### src/exi_consts.vh
// constants for the external interrupt noise filter block
// Function
// input zero requests on filtered falling edge
// input five requests on filtered falling edge
// fast fixed filter rejects 1, accepts 2
// slow fixed filter rejects 4/fs, accepts 8/fs
// inputs one-three edge codes rise/fall/both/reserved
// input four code 11 is high level
// inputs one-four capture filtered level on request
// captured level refreshed on every request
// fast canceller needs three equal samples
// interval field selects gear clock /1,/4,/8,/16
// slow canceller uses fs/4, two samples
// deep modes halt sampling and requests
// output-mode pin forced low; software disables first
// software waits 12/fs after fast-to-slow
// software waits after slow-to-fast, clears latch
// software picks interval to suit noise
// per-input clock gate, reset zero, stops input
// inputs zero and five fixed, others programmable
// sticky latch, cleared by service or software
// pins synchronised before filtering
`ifndef EXI_CONSTS_VH
`define EXI_CONSTS_VH

// register byte offsets
`define EXI_OFF_GATE    8'h00
`define EXI_OFF_CTL1    8'h04
`define EXI_OFF_CTL4    8'h10
`define EXI_OFF_LATCH   8'h14
`define EXI_OFF_ENABLE  8'h18
`define EXI_ADDR_W      8

// control register fields
`define EXI_F_ES        1:0
`define EXI_F_NC        3:2
`define EXI_F_LVL       4
`define EXI_CH_W        6

// reset values
`define EXI_RST_GATE    6'h00
`define EXI_RST_CFG     2'h0
`define EXI_RST_FILT    1'b0

// edge select codes
`define EXI_ES_RISE     2'h0
`define EXI_ES_FALL     2'h1
`define EXI_ES_BOTH     2'h2
`define EXI_ES_HIGH     2'h3

// sample interval codes
`define EXI_NC_1        2'h0
`define EXI_NC_4        2'h1
`define EXI_NC_8        2'h2
`define EXI_NC_16       2'h3

// operating mode codes on the mode input
`define EXI_MODE_FAST   2'h0
`define EXI_MODE_SLOW   2'h1

// agreeing samples needed
`define EXI_NEED_FAST   2'h3
`define EXI_NEED_TWO    2'h2

// clock rates and the low-frequency divider
`define EXI_SYS_HZ      125000000
`define EXI_LF_HZ       32768
`define EXI_LF_DIV      (`EXI_SYS_HZ / `EXI_LF_HZ)
`define EXI_LF_CNT_W    12
`define EXI_LF_LAST     12'hEE5
`define EXI_FS4_LAST    2'h3

`endif

### src/exi_nc.v
// one noise canceller channel: samples on a tick, accepts agreeing samples
`include "exi_consts.vh"
module exi_nc (
   input  wire       sys_clk,
   input  wire       srst,
   input  wire       run,
   input  wire       smp,
   input  wire       din,
   input  wire [1:0] need,
   output reg        filt
);

   // the two samples before the current one
   reg [1:0] hist;

   // shift samples and accept a level once enough agree
   always @(posedge sys_clk) begin
      if (srst) begin
         hist <= {`EXI_RST_FILT, `EXI_RST_FILT};
         filt <= `EXI_RST_FILT;
      end else if (run && smp) begin
         hist <= {hist[0], din};
         if (need == `EXI_NEED_TWO) begin
            // two equal samples in a row
            if (din == hist[0]) begin
               filt <= din;
            end
         end else begin
            // three equal samples in a row, else noise
            if ((din == hist[0]) && (din == hist[1])) begin
               filt <= din;
            end
         end
      end
   end

endmodule

### src/exi_top.v
// external interrupt noise filter with APB register access
`include "exi_consts.vh"
module exi_top (
   input  wire                    sys_clk,
   input  wire                    srst,
   // external interrupt pins
   input  wire                    ext_irq_pin_zero,
   input  wire                    ext_irq_pin_one,
   input  wire                    ext_irq_pin_two,
   input  wire                    ext_irq_pin_three,
   input  wire                    ext_irq_pin_four,
   input  wire                    ext_irq_pin_five,
   // pins switched to output mode by the port logic
   input  wire [`EXI_CH_W-1:0]    pin_is_output,
   // operating mode from power management
   input  wire [1:0]              op_mode,
   // service acknowledge per input from the interrupt logic
   input  wire [`EXI_CH_W-1:0]    irq_ack,
   // requests forwarded to the interrupt logic
   output wire [`EXI_CH_W-1:0]    irq_req,
   // APB slave
   input  wire                    psel,
   input  wire                    penable,
   input  wire                    pwrite,
   input  wire [`EXI_ADDR_W-1:0]  paddr,
   input  wire [31:0]             pwdata,
   output reg  [31:0]             prdata,
   output wire                    pready,
   output wire                    pslverr
);

   // registers
   reg  [`EXI_CH_W-1:0]  ext_irq_clock_gate;  // power_gate_reg contents
   reg  [`EXI_CH_W-1:0]  irq_latch;           // sticky request latch
   reg  [`EXI_CH_W-1:0]  irq_enable;          // forward enable
   reg  [1:0]            edge_sel [1:4];      // edge select, inputs one-four
   reg  [1:0]            smp_sel  [1:4];      // sample interval, inputs one-four
   reg  [4:1]            captured_level_bit;  // filtered level at last request

   // timing
   reg  [3:0]                gck_div;  // gear clock prescaler
   reg  [`EXI_LF_CNT_W-1:0]  lf_cnt;   // low-frequency clock divider
   reg  [1:0]                fs4_cnt;  // fs/4 divider
   wire                      lf_tick;  // one pulse per fs period
   wire                      fs4_tick; // one pulse per four fs periods, in slow mode only

   // mode decode
   wire fast_mode = (op_mode == `EXI_MODE_FAST);
   wire slow_mode = (op_mode == `EXI_MODE_SLOW);
   wire sampling  = fast_mode || slow_mode; // deep modes halt sampling and detection

   // pin vector, synchroniser and filter outputs
   wire [`EXI_CH_W-1:0] pins;
   reg  [`EXI_CH_W-1:0] sync_a;  // first synchroniser stage
   reg  [`EXI_CH_W-1:0] sync_b;  // second synchroniser stage
   wire [`EXI_CH_W-1:0] filt;    // canceller pass signals
   reg  [`EXI_CH_W-1:0] filt_d;  // pass signals one cycle ago
   wire [`EXI_CH_W-1:0] det;     // detected requests this cycle

   // APB decode
   wire                  wr_en;  // write takes effect
   wire                  rd_set; // setup phase of a read
   reg   [`EXI_CH_W-1:0] latch_w1c;

   assign pins = {ext_irq_pin_five, ext_irq_pin_four, ext_irq_pin_three,
                  ext_irq_pin_two, ext_irq_pin_one, ext_irq_pin_zero};

   // sample tick for a gear-clock interval code
   function spl_tick;
      input [1:0] sel;
      input [3:0] cnt;
      begin
         case (sel)
            `EXI_NC_1:  spl_tick = 1'b1;
            `EXI_NC_4:  spl_tick = (cnt[1:0] == 2'h3);
            `EXI_NC_8:  spl_tick = (cnt[2:0] == 3'h7);
            `EXI_NC_16: spl_tick = (cnt == 4'hF);
            default:    spl_tick = 1'b1;
         endcase
      end
   endfunction

   // address is one of the mapped registers
   function addr_ok;
      input [`EXI_ADDR_W-1:0] a;
      begin
         addr_ok = (a[1:0] == 2'h0) && (a <= `EXI_OFF_ENABLE);
      end
   endfunction

   // read value for a mapped address
   function [31:0] rd_val;
      input [`EXI_ADDR_W-1:0] a;
      input [`EXI_CH_W-1:0]   gate;
      input [`EXI_CH_W-1:0]   lat;
      input [`EXI_CH_W-1:0]   ena;
      input [4:0]             ctl;
      begin
         rd_val = 32'h0000_0000;
         if (a == `EXI_OFF_GATE) begin
            rd_val[`EXI_CH_W-1:0] = gate;
         end else if (a == `EXI_OFF_LATCH) begin
            rd_val[`EXI_CH_W-1:0] = lat;
         end else if (a == `EXI_OFF_ENABLE) begin
            rd_val[`EXI_CH_W-1:0] = ena;
         end else if (addr_ok(a)) begin
            rd_val[4:0] = ctl;
         end
      end
   endfunction

   // gear clock prescaler, halted in deep modes
   always @(posedge sys_clk) begin
      if (srst) begin
         gck_div <= 4'h0;
      end else if (fast_mode) begin
         gck_div <= gck_div + 4'h1;
      end
   end

   // low-frequency clock enable and its divide by four
   always @(posedge sys_clk) begin
      if (srst) begin
         lf_cnt  <= {`EXI_LF_CNT_W{1'b0}};
         fs4_cnt <= 2'h0;
      end else begin
         if (lf_tick) begin
            lf_cnt <= {`EXI_LF_CNT_W{1'b0}};
         end else begin
            lf_cnt <= lf_cnt + {{(`EXI_LF_CNT_W-1){1'b0}}, 1'b1};
         end
         if (lf_tick && slow_mode) begin
            fs4_cnt <= fs4_cnt + 2'h1;
         end
      end
   end
   // last count of the divider, at the counter's own width
   assign lf_tick  = (lf_cnt == `EXI_LF_LAST);
   assign fs4_tick = lf_tick && slow_mode && (fs4_cnt == `EXI_FS4_LAST);

   // two-stage synchroniser; output-mode pins read low
   always @(posedge sys_clk) begin
      if (srst) begin
         sync_a <= {`EXI_CH_W{`EXI_RST_FILT}};
         sync_b <= {`EXI_CH_W{`EXI_RST_FILT}};
      end else begin
         sync_a <= pins;
         sync_b <= sync_a & ~pin_is_output;
      end
   end

   // one canceller and detector per input
   genvar i;
   generate
      for (i = 0; i < `EXI_CH_W; i = i + 1) begin : g_ch
         // inputs zero and five have fixed condition and filtering
         localparam FIXED = (i == 0) || (i == 5);
         wire [1:0] es;
         wire [1:0] nc;
         wire       smp;
         wire [1:0] need;
         wire       run;
         wire       rise;
         wire       fall;
         if (FIXED) begin : g_fix
            assign es = `EXI_ES_FALL;
            assign nc = `EXI_NC_1;
         end else begin : g_prog
            assign es = edge_sel[i];
            assign nc = smp_sel[i];
         end
         // fast: gear clock interval; slow: fs/4
         assign smp  = fast_mode ? spl_tick(nc, gck_div) : fs4_tick;
         assign need = (FIXED || slow_mode) ? `EXI_NEED_TWO : `EXI_NEED_FAST;
         assign run  = sampling && ext_irq_clock_gate[i];
         exi_nc u_nc (
            .sys_clk (sys_clk),
            .srst    (srst),
            .run     (run),
            .smp     (smp),
            .din     (sync_b[i]),
            .need    (need),
            .filt    (filt[i])
         );
         assign rise = filt[i] & ~filt_d[i];
         assign fall = ~filt[i] & filt_d[i];
         // detection condition per edge select code
         assign det[i] = run && (
            ((es == `EXI_ES_RISE) && rise) ||
            ((es == `EXI_ES_FALL) && fall) ||
            ((es == `EXI_ES_BOTH) && (rise || fall)) ||
            ((i == 4) && (es == `EXI_ES_HIGH) && filt[i]));
      end
   endgenerate

   // previous pass signal for edge detection
   always @(posedge sys_clk) begin
      if (srst) begin
         filt_d <= {`EXI_CH_W{`EXI_RST_FILT}};
      end else begin
         filt_d <= filt;
      end
   end

   // APB handshake: zero wait states
   assign pready  = 1'b1;
   assign pslverr = psel && penable && !addr_ok(paddr);
   assign wr_en   = psel && penable && pwrite && addr_ok(paddr);
   assign rd_set  = psel && !penable && !pwrite;

   // one-to-clear bits written to the latch register
   always @* begin
      latch_w1c = {`EXI_CH_W{1'b0}};
      if (wr_en && (paddr == `EXI_OFF_LATCH)) begin
         latch_w1c = pwdata[`EXI_CH_W-1:0];
      end
   end

   // sticky latch: a new request wins over any clear
   always @(posedge sys_clk) begin
      if (srst) begin
         irq_latch <= {`EXI_CH_W{1'b0}};
      end else begin
         irq_latch <= (irq_latch & ~(latch_w1c | irq_ack)) | det;
      end
   end
   assign irq_req = irq_latch & irq_enable;

   // level captured on every request for inputs one-four
   always @(posedge sys_clk) begin
      if (srst) begin
         captured_level_bit <= 4'h0;
      end else begin
         // keep bits with no request, load the filtered level where one fires
         captured_level_bit <= (captured_level_bit & ~det[4:1]) |
                               (filt[4:1] & det[4:1]);
      end
   end

   // register writes
   integer k;
   always @(posedge sys_clk) begin
      if (srst) begin
         ext_irq_clock_gate <= `EXI_RST_GATE;
         irq_enable         <= {`EXI_CH_W{1'b0}};
         for (k = 1; k <= 4; k = k + 1) begin
            edge_sel[k] <= `EXI_RST_CFG;
            smp_sel[k]  <= `EXI_RST_CFG;
         end
      end else if (wr_en) begin
         if (paddr == `EXI_OFF_GATE) begin
            ext_irq_clock_gate <= pwdata[`EXI_CH_W-1:0];
         end else if (paddr == `EXI_OFF_ENABLE) begin
            irq_enable <= pwdata[`EXI_CH_W-1:0];
         end else if ((paddr >= `EXI_OFF_CTL1) && (paddr <= `EXI_OFF_CTL4)) begin
            // control registers one to four
            edge_sel[paddr[4:2]] <= pwdata[`EXI_F_ES];
            smp_sel[paddr[4:2]]  <= pwdata[`EXI_F_NC];
         end
      end
   end

   // read data captured in the setup phase
   always @(posedge sys_clk) begin
      if (srst) begin
         prdata <= 32'h0000_0000;
      end else if (rd_set) begin
         if ((paddr >= `EXI_OFF_CTL1) && (paddr <= `EXI_OFF_CTL4)) begin
            prdata <= rd_val(paddr, ext_irq_clock_gate, irq_latch, irq_enable,
                             {captured_level_bit[paddr[4:2]], smp_sel[paddr[4:2]],
                              edge_sel[paddr[4:2]]});
         end else begin
            prdata <= rd_val(paddr, ext_irq_clock_gate, irq_latch, irq_enable, 5'h00);
         end
      end
   end

endmodule

### config.mk
export PLATFORM = sky130hd
export DESIGN_NAME = exi_top
export DESIGN_NICKNAME = d
export VERILOG_FILES = /design/src/exi_nc.v /design/src/exi_top.v
export VERILOG_INCLUDE_DIRS = /design/src
export SDC_FILE = /design/constraint.sdc
export NUM_CORES = 1
export LEC_CHECK = 0
export BUFFER_PORTS_ARGS = -buffer_cell sky130_fd_sc_hd__buf_2
export CAP_MARGIN = 25
export CELL_PAD_IN_SITES_DETAIL_PLACEMENT = 1
export CELL_PAD_IN_SITES_GLOBAL_PLACEMENT = 2
export CORE_MARGIN = 2
export CORE_UTILIZATION = 30
export CTS_CLUSTER_DIAMETER = 80
export DETAILED_ROUTE_END_ITERATION = 16
export GPL_ROUTABILITY_DRIVEN = 0
export PLACE_DENSITY = 0.71
export SETUP_SLACK_MARGIN = 0.15
export SYNTH_ARGS = -nofsm -noshare
export SYNTH_HDL_FRONTEND = slang
export SYNTH_SLANG_ARGS = --single-unit
### constraint.sdc
create_clock -name sys_clk -period 1.9 [get_ports sys_clk]
set_clock_uncertainty 0.15 [all_clocks]
set_input_delay 0.19 -clock sys_clk [delete_from_list [all_inputs] [get_ports sys_clk]]
set_output_delay 0.19 -clock sys_clk [all_outputs]
set_load 0.005 [all_outputs]
---- Word level (Yosys, flattened, before mapping) ----
Memory sizes are Yosys's and may differ from the RTL's.
Index checks and enable logic that the tools add are counted.
Widths: inputs -> output; s select.
word-level totals
  flip-flop bits (word level) ............. 106
  bits in latches ......................... 0
  bits in writable memories ............... 16
  bits in read-only memories .............. 0
  bits of input ports ..................... 65
  output and inout port bits .............. 40
  logic and storage cells ................. 245
  memories kept ........................... 2
operators by class
  add/sub/neg operators ................... 3
  multiply operators ...................... 0
  divide/modulo/power cells ............... 0
  order comparisons ....................... 4
  eq/ne operators ......................... 44
  shifts and indexed selects .............. 0
  multiplexer cells ....................... 48
  bitwise logic cells ..................... 32
  reductions and logical operators ........ 89
memories
  memory    depth  bits a word  read ports  clocked after memory_dff  write ports  line          RTL
  edge_sel  4      2            5           0                         4            exi_top.v:36  reg [1:0] edge_sel [1:4];
  smp_sel   4      2            5           0                         4            exi_top.v:37  reg [1:0] smp_sel [1:4];
operators with widths
  kind                   count
  $logic_and 1x1->1      46
  $mux 6                 6
  $eq 2x2->1 const B     16
  $mux 1                 30
  $logic_not 2->1        10
  $and 6x6->6            3
  $eq 2x1->1 const B     9
  $eq 8x5->1 const B     2
  $le 8x5->1 const B     2
  $pmux 1 s4             4
  $mux 5                 3
  $reduce_and 3->1       5
  $logic_or 1x1->1       14
  $add 12x1->12 const B  1
  $eq 12x12->1 const B   1
  $not 6->6              2
  $or 6x6->6             2
  $not 1->1              11
  $and 1x1->1            10
  $eq 1x1->1             10
  $and 4x4->4            2
  $ge 8x3->1 const B     1
  $logic_not 8->1        1
  $reduce_bool 2->1      4
  other kinds (15)       25

---- Logic depth before layout (Yosys ltp) ----
  depth after elaboration ................. 10
  mapped depth ............................ 7
  gate-level depth less buffers ........... 7

---- Hierarchy ----
A second synthesis with hierarchy kept.
unflattened totals
  cells, all modules ...................... 515
  area, all modules ....................... 4957.3 um2
by module, submodules not included
  module   instances  cells each  area each (um2)  seq. area each (um2)
  exi_top  1          425         4003.8           1761.7
  exi_nc   6          15          158.9            60.1

---- Worst setup path before layout ----
No wires, ideal clock.
  path type ............................... input-to-reg
  from .................................... input port paddr[6]
  to ...................................... memory edge_sel[3][0], enable pin
  setup time .............................. 0.361 ns
  arrival time ............................ 1.481 ns
  data required time ...................... 1.389 ns
  path slack .............................. -0.093 ns
  cell stages on the path ................. 4
  path buffers ............................ 0
  cell sequence ........................... or4_4 nor3_2 nand3_1 o21ai_0
RTL lines
  item             line          RTL
  start, declared  exi_top.v:25  input wire [`EXI_ADDR_W-1:0] paddr,
  end, declared    exi_top.v:36

---- Worst setup path in the final report ----
  from .................................... register lf_cnt[1]
  to ...................................... register g_ch[0].u_nc.hist[0]
between the ends
  word-level cells in the longest chain between the ends .. 5
ends and longest elaborated chain
  item                            line           RTL
  start, declared                 exi_top.v:42   reg [`EXI_LF_CNT_W-1:0] lf_cnt;
  start signal, assigned          exi_top.v:124  lf_cnt <= {`EXI_LF_CNT_W{1'b0}};
  start signal, assigned          exi_top.v:128  lf_cnt <= {`EXI_LF_CNT_W{1'b0}};
  start signal, assigned          exi_top.v:130  lf_cnt <= lf_cnt + {{(`EXI_LF_CNT_W-1){1'b0}}, 1'b1};
  $eq 12x12->1 (no line)          n/a
  $logic_and 1x1->1 (2 in a row)  exi_top.v:139  assign fs4_tick = lf_tick && slow_mode && (fs4_cnt == `EXI_FS4_LAST);
  $mux 1                          exi_top.v:173  assign smp = fast_mode ? spl_tick(nc, gck_div) : fs4_tick;
  $logic_and 1x1->1               exi_nc.v:21    end else if (run && smp) begin
  end signal, assigned            exi_nc.v:19    hist <= {`EXI_RST_FILT, `EXI_RST_FILT};
  end signal, assigned            exi_nc.v:22    hist <= {hist[0], din};
  end, declared                   exi_nc.v:14    reg [1:0] hist;
No other way between the ends.
A chain may end at the register's enable or synchronous reset.

==> out/qor.yml <==
clock_network:
  cts_sinks: 104
  cts_inserted_buffers: 9
  htreeDepth: 3
  clock-root-buffer: "clkbuf_16"
  cts_tree: "yes"
  clock_latency_ns: 0.36
  path_clk_slew_ns: 0.07
  clock_path_buffers: 2
logic_synthesis:
  synth_common_cells: "dfxtp_1, nor2_1, nand2_1"
  synth_edf_count: 24
  netlist_top_cells_area: "dfxtp_1, edfxtp_1, mux2i_1, buf_4, nor2_1"
  yosysMostFrequentCell: "dfxtp_1"
  synth_seq_cells: 104
  postSynthAreaPerCell_um2: 9.84
  ys_seq_area_share_pct: 45.9
  yosysWarningCount: 0
  synth_top_area_cell: "dfxtp_1"
  synth_top_area_share_pct: 31.7
  synth_cells: 514
  syn_area_mm2: 0.00506
  ys_types: 61
  async_flop_share_pct: 0
  ys.flop_type: "dfxtp_1"
worst_setup_path:
  r2r_start: "lf_cnt[1]"
  crit_fanout: 4
  rrSetupSlack_ns: -0.07
  critical_path_class: "register to register"
  cp_data_arrival_time_ns: 2.05
  r2r-end: "g_ch[0].u_nc.hist[0]"
  end_kind: "register"
  endpoint: "g_ch[0].u_nc.hist[0]"
  reg2reg_depth: 10
  start_kind: "register"
  required_ns: 1.98
  critPathLaunch: "lf_cnt[1]"
detailed_routing:
  wirelength_um: 13800
  wire_per_inst_um: 16.1
  initialDrtViolationCount: 195
  first_pass_iters: 4
  avgViaCountPerCell: 4.73
  drc_errors: 0
  dr_total_vias: 4050
  ant_nets: 0
cells_and_area:
  instances_no_fill: 857
  postLayoutCellArea_mm2: 0.00654
  fillCellCount: 1868
  final_layout_size_suffix_gt1_share_pct: 29.5
  synthToLayoutAreaGrowth_pct: 29.2
  n_antenna_cell: 0
  nets: 710
pwr:
  p_leak_nw: 2.58
  total_power_w: 0.00452
  ir_drop_mv: 0.371
  power_density_mw_per_mm2: 691
timing:
  worst_slack_ns: -0.0681
  slew_headroom_pct: 66.2
  setup-violations-final: 8
  fin_crit_sh_pct: 104
  grt_setup_unrepaired: "true"
  max_freq_mhz: 508
  hold_viol_final: 0
  min_period_ns: 1.97
  drv_slew: 0
  worst_pin_slew_ns: 0.507
status:
  status: "finished, violations left"
  failed_checks: "negative setup slack"
min_path:
  min_path_type: "input pin to register"
  hold_depth: 1
  min_from: "pwdata[2]"
die:
  die_x_um: 134
  die-height_um: 134
  start_util_pct: 30.6
  rows: 47
  coreArea_mm2: 0.0165
  die_area_mm2: 0.0179
  ios: 105
global_route:
  grt_pass1_wl_um: 22100
  grt_overflow: 0
  antenna_found_initial: 0
  track_usage_pct: 15.9
  grt_pass1_vias: 4251
  grt_max_degree: 66
placed_design:
  hpwl_um: 10100
  placed_area_mm2: 0.00583
  place_ws_ns: -0.184
  dp.cells: 815
  io_buffer_count: 51
job:
  cap_violations: 0
-- repair_timing --
item | in CTS | in global routing
buffers inserted | 4 | 3
hold buffers | 18 | 0
setup endpoints to repair | 29 | 59
hold endpoints to repair | 20 | 0
pin swaps | 15 | 14
gates cloned | 1 | 0
resized for setup | 27 | 24
-- layer usage --
metal / global-route usage (%) / wire (µm)
met3: 3.51 / 526
met1: 20.2 / 6290
met2: 26.8 / 6770
met5: 0 / 0
met4: 5.44 / 193
-- flip-flops by register name (all words and copies together), names as in the netlist, named ones only --
name	flops
edge_sel	12
filt_d	6
irq_latch	6
smp_sel	12
sync_a	6
prdata	6
fs4_cnt	2
ext_irq_clock_gate	6
lf_cnt	12
g_ch.u_nc.hist	10
irq_enable	6
sync_b	6
gck_div	4
g_ch.u_nc.filt	6
-- where the power goes --
part	internal, W	switching, W
combinational	0.000168	0.000203
clock	0.000956	0.000841
sequential	0.00231	0.0000370
-- metrics by stage --
| step | hold WS (ns) | util (%) | setup TNS (ns) |
|---|---|---|---|
| 2_1_floorplan | 0.116 | - | 0 |
| 3_3_place_gp | 0.205 | 35.3 | -4.99 |
| 3_5_place_dp | 0.206 | 35.3 | -6.83 |
| 4_1_cts | 0.0280 | 38.9 | -0.209 |
| 5_1_grt | 0.0410 | 39.6 | -1.76 |
| 6_report | 0.0322 | 39.6 | -0.170 |
-- worst min-delay path by stage --
| stage | slack [ns] | to |
|---|---|---|
| 3_5_place_dp | 0.21 | sync_b[3] |
| 5_1_grt | 0.04 | smp_sel[5][0] |
| 6_report | 0.03 | smp_sel[5][0] |
| 2_1_floorplan | 0.12 | sync_b[5] |
| 3_3_place_gp | 0.21 | sync_b[2] |
| 4_1_cts | 0.03 | smp_sel[5][0] |
-- logic make-up after synthesis --
logic type	share of synthesized area, %
mux	8.65
compound gates	10.3
other cells	0.148
simple gates	23.1
buf+inv	6.80
flops	45.9
xor+xnor	1.90
fa+ha+maj	3.21
-- final cells by class --
type	instances	area (µm²)	area share [%]
Tap cell	220	275	4.21
Inverter	13	48.8	0.746
Multi-Input combinational cell	383	2710	41.5
Timing Repair Buffer	121	883	13.5
Clock buffer	11	253	3.87
Clock inverter	5	31.3	0.478
Sequential cell	104	2330	35.7
-- worst max-delay path, stage by stage, from the launching register on --
cell      delay, ns
dfxtp_2        0.32
inv_2          0.06
ha_4           0.11
nand4b_1       0.11
buf_6          0.16
buf_6          0.11
buf_6          0.11
nor3_4         0.20
a32o_2         0.25
mux2i_1        0.21
nor2_1         0.06
-- layout by cell type (no fill, tap or decap), types with 5 or more instances in the layout --
master,n
dfxtp_1,74
buf_2,50
buf_4,43
nor2_1,41
nand2_1,35
conb_1,35
mux2i_1,28
nand3_1,24
edfxtp_1,24
and2_1,23
dlygate4sd3_1,18
nand2b_1,16
a21oi_1,16
nor2b_1,15
o21ai_0,11
clkbuf_16,9
inv_1,8
nand3b_1,8
ha_1,8
buf_6,8
xor2_1,7
nor3b_1,7
nor2_2,6
mux4_2,6
inv_2,5
a21oi_2,5
o211ai_1,5
a31oi_1,5
dfxtp_2,5
No activity file was read; power rests on OpenSTA's default activity.
